--- config.mk ---
export PLATFORM = sky130hd
export DESIGN_NAME = pwm_mode_comp_config
export DESIGN_NICKNAME = d
export VERILOG_FILES = /design/src/verilog/pwm_cfg_pkg.sv /design/src/verilog/pwm_mode_comp_config.sv
export SDC_FILE = /design/constraint.sdc
export NUM_CORES = 1
export LEC_CHECK = 0
export BUFFER_PORTS_ARGS = -buffer_cell sky130_fd_sc_hd__buf_2
export CELL_PAD_IN_SITES_DETAIL_PLACEMENT = 0
export CELL_PAD_IN_SITES_GLOBAL_PLACEMENT = 2
export CORE_UTILIZATION = 28
export CTS_CLUSTER_SIZE = 20
export DETAILED_ROUTE_END_ITERATION = 10
export PLACE_DENSITY_LB_ADDON = 0.1
export SYNTH_ARGS = -nofsm -noshare
export SYNTH_HDL_FRONTEND = slang
export SYNTH_SLANG_ARGS = --single-unit
export TNS_END_PERCENT = 50
--- constraint.sdc ---
create_clock -name core_clk -period 2.41 [get_ports core_clk]
set_input_delay 0.241 -clock core_clk [delete_from_list [all_inputs] [get_ports core_clk]]
set_output_delay 0.241 -clock core_clk [all_outputs]
set_load 0.05 [all_outputs]
--- src/verilog/pwm_cfg_pkg.sv ---
// package: command codes, field positions, reset values and carriers for the pwm mode/compensation bank
package pwm_cfg_pkg;

    // ------------------------------------------------------------
    // command codes and defaults
    // ------------------------------------------------------------
    localparam logic [7:0] cmd_loop_comp = 8'hD3;    // loop compensation config
    localparam logic [7:0] cmd_pwm_mode = 8'hD4;     // channel pwm mode config
    localparam logic [7:0] mode_reset = 8'hC1;       // mode power-on value
    localparam logic [7:0] comp_reset = 8'h70;       // compensation power-on value
    localparam int num_channels = 2;                 // paged channels

    // ------------------------------------------------------------
    // field positions
    // ------------------------------------------------------------
    localparam int mode_bit_fccm = 0;                // conduction mode
    localparam int mode_bit_vrange = 1;              // output range 30v when 1
    localparam int mode_lsb_drv = 2;                 // gate drive select lsb
    localparam int mode_bit_rsvd = 4;                // reserved
    localparam int mode_bit_tsense = 5;              // temp sense method
    localparam int mode_bit_servo = 6;               // servo enable
    localparam int mode_bit_ilim = 7;                // current range
    localparam logic [7:0] mode_live_mask = 8'h41;   // bits changeable while on
    localparam logic [7:0] mode_mask_ch0 = 8'hEF;    // implemented bits page 0
    localparam logic [7:0] mode_mask_ch1 = 8'hE3;    // implemented bits page 1
    localparam logic [1:0] drv_code_max = 2'h2;      // highest defined drive code

    // ------------------------------------------------------------
    // decoded per-channel settings
    // ------------------------------------------------------------
    typedef struct packed {
        logic high_ilim;       // high current limit range
        logic servo_en;        // output servo active now
        logic tsense_direct;   // direct voltage temperature sense
        logic [1:0] drv_sel;   // gate drive supply code
        logic vout_low_range;  // 30v range
        logic fccm;            // effective forced continuous
        logic [2:0] gm_code;   // transconductance step
        logic [4:0] rcomp_code;// compensation resistor code
    } chan_cfg_t;

    // host write carrier
    typedef struct packed {
        logic valid;           // one-cycle write strobe
        logic page;            // addressed channel
        logic [7:0] code;      // command code
        logic [7:0] data;      // data byte
    } cfg_write_t;

endpackage

--- src/verilog/pwm_mode_comp_config.sv ---
// module: per-channel pwm mode and loop compensation configuration registers
// Summary of operation
// - only servo (bit 6) and conduction mode (bit 0) change while on
// - locked change while on faults, drops write
// - bit 7 picks current limit range
// - bit 6 servo, never off or ramping
// - bit 5 picks temperature sense method
// - bits 3:2 gate drive, page 0 only
// - bit 1 picks 60v or 30v range
// - bit 0 discontinuous or forced continuous
// - ramping forces discontinuous operation
// - comp bits 7:5 transconductance step
// - comp bits 4:0 compensation resistor
// - mode command 0xD4, default 0xC1, paged
// - comp command 0xD3, default 0x70, paged
module pwm_mode_comp_config
    import pwm_cfg_pkg::*;
(
    input wire logic core_clk,
    input wire logic rst,
    input wire cfg_write_t wr,
    input wire logic rd_page,
    input wire logic [7:0] rd_code,
    input wire logic [num_channels-1:0] chan_on,
    input wire logic [num_channels-1:0] chan_ramping,
    output logic [7:0] rd_data,
    output logic rd_hit,
    output logic comm_fault,
    output chan_cfg_t cfg_out [num_channels]
);

    // ------------------------------------------------------------
    // helpers
    // ------------------------------------------------------------
    // implemented-bit mask for a page
    function automatic logic [7:0] mode_mask(input logic page);
        mode_mask = page ? mode_mask_ch1 : mode_mask_ch0;
    endfunction

    // ------------------------------------------------------------
    // register state
    // ------------------------------------------------------------
    logic [7:0] mode_reg [num_channels];       // pwm mode per channel
    logic [7:0] comp_reg [num_channels];       // compensation per channel
    logic [7:0] next_mode_reg [num_channels];
    logic [7:0] next_comp_reg [num_channels];
    logic next_comm_fault;                     // fault pulse next value
    logic [7:0] clean_data;                    // write data with reserved cleared
    logic [7:0] locked_diff;                   // locked bits that would change

    // ------------------------------------------------------------
    // write decode
    // ------------------------------------------------------------
    always_comb begin
        // reserved bits cleared so they never count as a change
        // mask reserved bits
        clean_data = wr.data & mode_mask(wr.page);
        locked_diff = (clean_data ^ mode_reg[wr.page]) & ~mode_live_mask;
        next_comm_fault = 1'b0;
        for (int c = 0; c < num_channels; c++) begin
            next_mode_reg[c] = mode_reg[c];
            next_comp_reg[c] = comp_reg[c];
        end
        if (wr.valid) begin
            if (wr.code == cmd_pwm_mode) begin
                // reject locked change on live channel
                if (chan_on[wr.page] && (locked_diff != 8'h00)) begin
                    next_comm_fault = 1'b1;
                end else begin
                    next_mode_reg[wr.page] = clean_data;
                end
            end else if (wr.code == cmd_loop_comp) begin
                next_comp_reg[wr.page] = wr.data;
            end
        end
    end

    // register the bank
    always_ff @(posedge core_clk or posedge rst) begin
        if (rst) begin
            for (int c = 0; c < num_channels; c++) begin
                mode_reg[c] <= mode_reset & mode_mask(c[0]);
                comp_reg[c] <= comp_reset;
            end
            comm_fault <= 1'b0;
        end else begin
            for (int c = 0; c < num_channels; c++) begin
                mode_reg[c] <= next_mode_reg[c];
                comp_reg[c] <= next_comp_reg[c];
            end
            comm_fault <= next_comm_fault;
        end
    end

    // ------------------------------------------------------------
    // readback
    // ------------------------------------------------------------
    always_comb begin
        rd_hit = 1'b1;
        if (rd_code == cmd_pwm_mode) begin
            rd_data = mode_reg[rd_page];
        end else if (rd_code == cmd_loop_comp) begin
            rd_data = comp_reg[rd_page];
        end else begin
            rd_data = 8'h00;
            rd_hit = 1'b0;
        end
    end

    // ------------------------------------------------------------
    // decoded settings to the analog/control side
    // ------------------------------------------------------------
    always_comb begin
        for (int c = 0; c < num_channels; c++) begin
            cfg_out[c].high_ilim = mode_reg[c][mode_bit_ilim];
            // servo only when on and settled
            cfg_out[c].servo_en = mode_reg[c][mode_bit_servo] & chan_on[c] & ~chan_ramping[c];
            cfg_out[c].tsense_direct = mode_reg[c][mode_bit_tsense];
            // gate drive code, undefined code held at max
            if (mode_reg[c][mode_lsb_drv+:2] > drv_code_max) begin
                cfg_out[c].drv_sel = drv_code_max;
            end else begin
                cfg_out[c].drv_sel = mode_reg[c][mode_lsb_drv+:2];
            end
            cfg_out[c].vout_low_range = mode_reg[c][mode_bit_vrange];
            cfg_out[c].fccm = mode_reg[c][mode_bit_fccm] & ~chan_ramping[c];
            cfg_out[c].gm_code = comp_reg[c][7:5];
            cfg_out[c].rcomp_code = comp_reg[c][4:0];
        end
    end
endmodule

==> key figures <==
CTS
  • Clock Tree Buf Depth: 2
  • Clk slew on worst S/H paths: 0.08 ns
  • CTS sink cnt: 31
  • CTS hold repair buffers: 0
  • Post CTS Setup Buffer Count: 0
  • CTS Buf Count: 5
  • CTS tree: built
  • Skew-Pair Late Insertion Delay: 0.29 ns
  • Root buffer cell: clkbuf_8
  • CTS HTree Levels: 2

Synthesis
  • Main flop type after synthesis: dfrtp_1
  • Asr flop ratio synth: 100%
  • Synth unique cells: 27
  • Post-Synthesis Cell Area: 1720 um^2
  • Syn_nets: 175
  • Sequential element share of the synthesized area: 45.9%
  • Synthesized instance count: 142
  • Syn. warnings: 0
  • Syn avg cell area: 12.1 um^2
  • Post-synth EDFFs: 0
  • Flops & latches, synth: 31

Worst setup path
  • R2R Path End: mode_reg[10]
  • CP Capture Type: register
  • Worst EP required: 2.57 ns
  • Setup crit start: cfg_out[14]
  • Worst R2R Start: cfg_out[14]
  • Worst setup SP type: register
  • Worst-path fanout max: 7
  • Worst R2R Path Depth: 5
  • Critical Path End: mode_reg[10]
  • Worst path arrival time: 2.48 ns
  • Crit Path Class: register to register
  • R2r setup slk: 0.09 ns

Drt
  • Final wirelength: 4580 um
  • Antenna-violating nets left: 0
  • DR vias/cell: 4.69
  • DRT iter0 DRCs: 49
  • Via count: 1370
  • DR DRC count: 0
  • TritonRoute pass-1 iters: 4
  • Drt wl/cell: 15.7 um

Status
  • Status: finished, final reports clean

Finish
  • Commonest non-fill, non-tap cell in the layout: buf_2
  • N_diodes: 0
  • Commonest cells after routing, fill and taps aside: buf_2 (72), mux2_2 (21), dfrtp_1 (19)
  • Number of fill cells: 607
  • Share of cells above drive strength 1: 60.4%
  • Nets: 249
  • Area Growth Syn to Fin: 30.7%
  • Max FFs per register: 22

Power
  • Clock power share: 40.1%
  • Leak: 1.19 nW
  • Total Power: 1.15 mW
  • Switching power: 301 uW
  • Cell-internal power: 850 uW
  • Sequential power share: 47.2%
  • Power Density: 510 nW/um^2
  • Combinational fraction of design power: 12.7%
  • VDD IR-drop max: 0.243 mV
  • Switch share: 26.1%

Timing
  • Final-report max-slew violation count: 0
  • Tmin final: 2.32 ns
  • Ratio of final minimum period to clock period: 96.2%
  • Worst slew pin tran: 0.593 ns
  • Fmax: 431 MHz
  • Hold Slack: 0.0354 ns
  • Setup-failing EPs final: 0
  • Rel. slew slack: 60.4%
  • Total negative slack: 0 ns
  • Setup Skew: 0.0140 ns
  • RSZ-0062 raised after global routing: no
  • Hold Vio Cnt, Final: 0

Global routing
  • Global-route wire length before repair: 7000 um
  • GRT Util Overall: 14.8%
  • Number of global-route vias before repair: 1411
  • Antenna violations before repair: 0
  • Largest net degree at the start of global routing: 32
  • GRT overflow: 0

Floorplanning
  • Initial Utilization: 29.1%
  • Site row count: 28
  • Die W: 80.5 um
  • Die area: 6480 um^2
  • IO Pins: 73
  • Chip height: 80.5 um
  • Area of the core: 5920 um^2

Placed design
  • Buffers on Ports: 72
  • Routability cong.: 0.754
  • Hpwl dp: 3400 um

Flow run
  • Max-cap violations: 0

Hold path
  • Worst hold-check path type: input pin to asynchronous set/reset pin
==> worst min-delay path by stage <==
stage,from,to,slack [ns],depth (start not counted)
floorplan,rst,cfg_out[0],0.34,1
global placement,rst,cfg_out[16],0.34,3
detailed placement,rst,cfg_out[15],0.36,3
CTS,rst,mode_reg[11],0.05,3
global route,rst,cfg_out[15],0.06,3
finish,rst,mode_reg[11],0.04,3
==> cell type report <==
cell class	count	area (um^2)	area share (%)
multi-input cells	97	845	37.5
flip-flops and latches	31	791	35.1
repair buffers	79	413	18.3
clock buffers	7	96.3	4.28
well taps	75	93.8	4.16
clock inverters	1	7.51	0.333
inverters	2	7.51	0.333
==> critical path, cell delays in order (launching register included) <==
cell and delay [ns]:
dfstp_2 0.55, nor4bb_1 0.28, o32ai_1 0.13, or4_4 0.45, a211o_2 0.47, mux2_4 0.33
==> synthesized netlist by cell type, types with 6 or more instances <==
master	n	area, um^2
mux2_2	21	236
dfrtp_1	19	475
mux2i_1	18	180
dfstp_2	12	315
mux2_4	7	105
nand2_1	7	26.3
nor2_1	7	26.3
nor2b_1	7	43.8
o22ai_1	7	43.8
buf_4	6	45.0
==> power by group through the flow <==
stage	logic [mW]	registers (mW)	clock network, mW
final	0.146	0.543	0.461
after global routing	0.157	0.545	0.505
after CTS	0.148	0.543	0.474
after detailed placement	0.148	0.552	0
after global placement	0.145	0.551	0
after floorplan	0.0659	0.577	0
==> layer usage <==
metal	routed length [um]	track usage (%)	up-vias	part of all wire [%]
met3	297	4.09	7	6.5
met2	2220	24.5	43	49
met4	59	5.89	0	1.3
met5	0	0	-	0
met1	2000	18.1	663	44
li1	-	-	657	-
==> repair_timing <==
item,CTS,global route
gates resized for setup,0,1
setup endpoints to repair,0,7
hold endpoints to repair,0,0
==> logic make-up after synthesis <==
family          synth area share (%)
compound gates                  4.79
xor+xnor                        2.03
buf+inv                         5.22
flops                           45.9
mux                             30.3
simple gates                    11.8
==> stage by stage <==
stage | instances | utilization, % | cell area, um^2 | setup slack [ns]
2_1_floorplan | 142 | - | 1720 | 0.224
6_report | 292 | 38.1 | 2250 | 0.0909
3_3_place_gp | 284 | 36.3 | 2150 | 0.101
4_1_cts | 292 | 38.0 | 2250 | 0.0348
5_1_grt | 292 | 38.1 | 2250 | 0.00314
3_5_place_dp | 284 | 36.3 | 2150 | 0.0613
(Power assumes the default switching activity.)
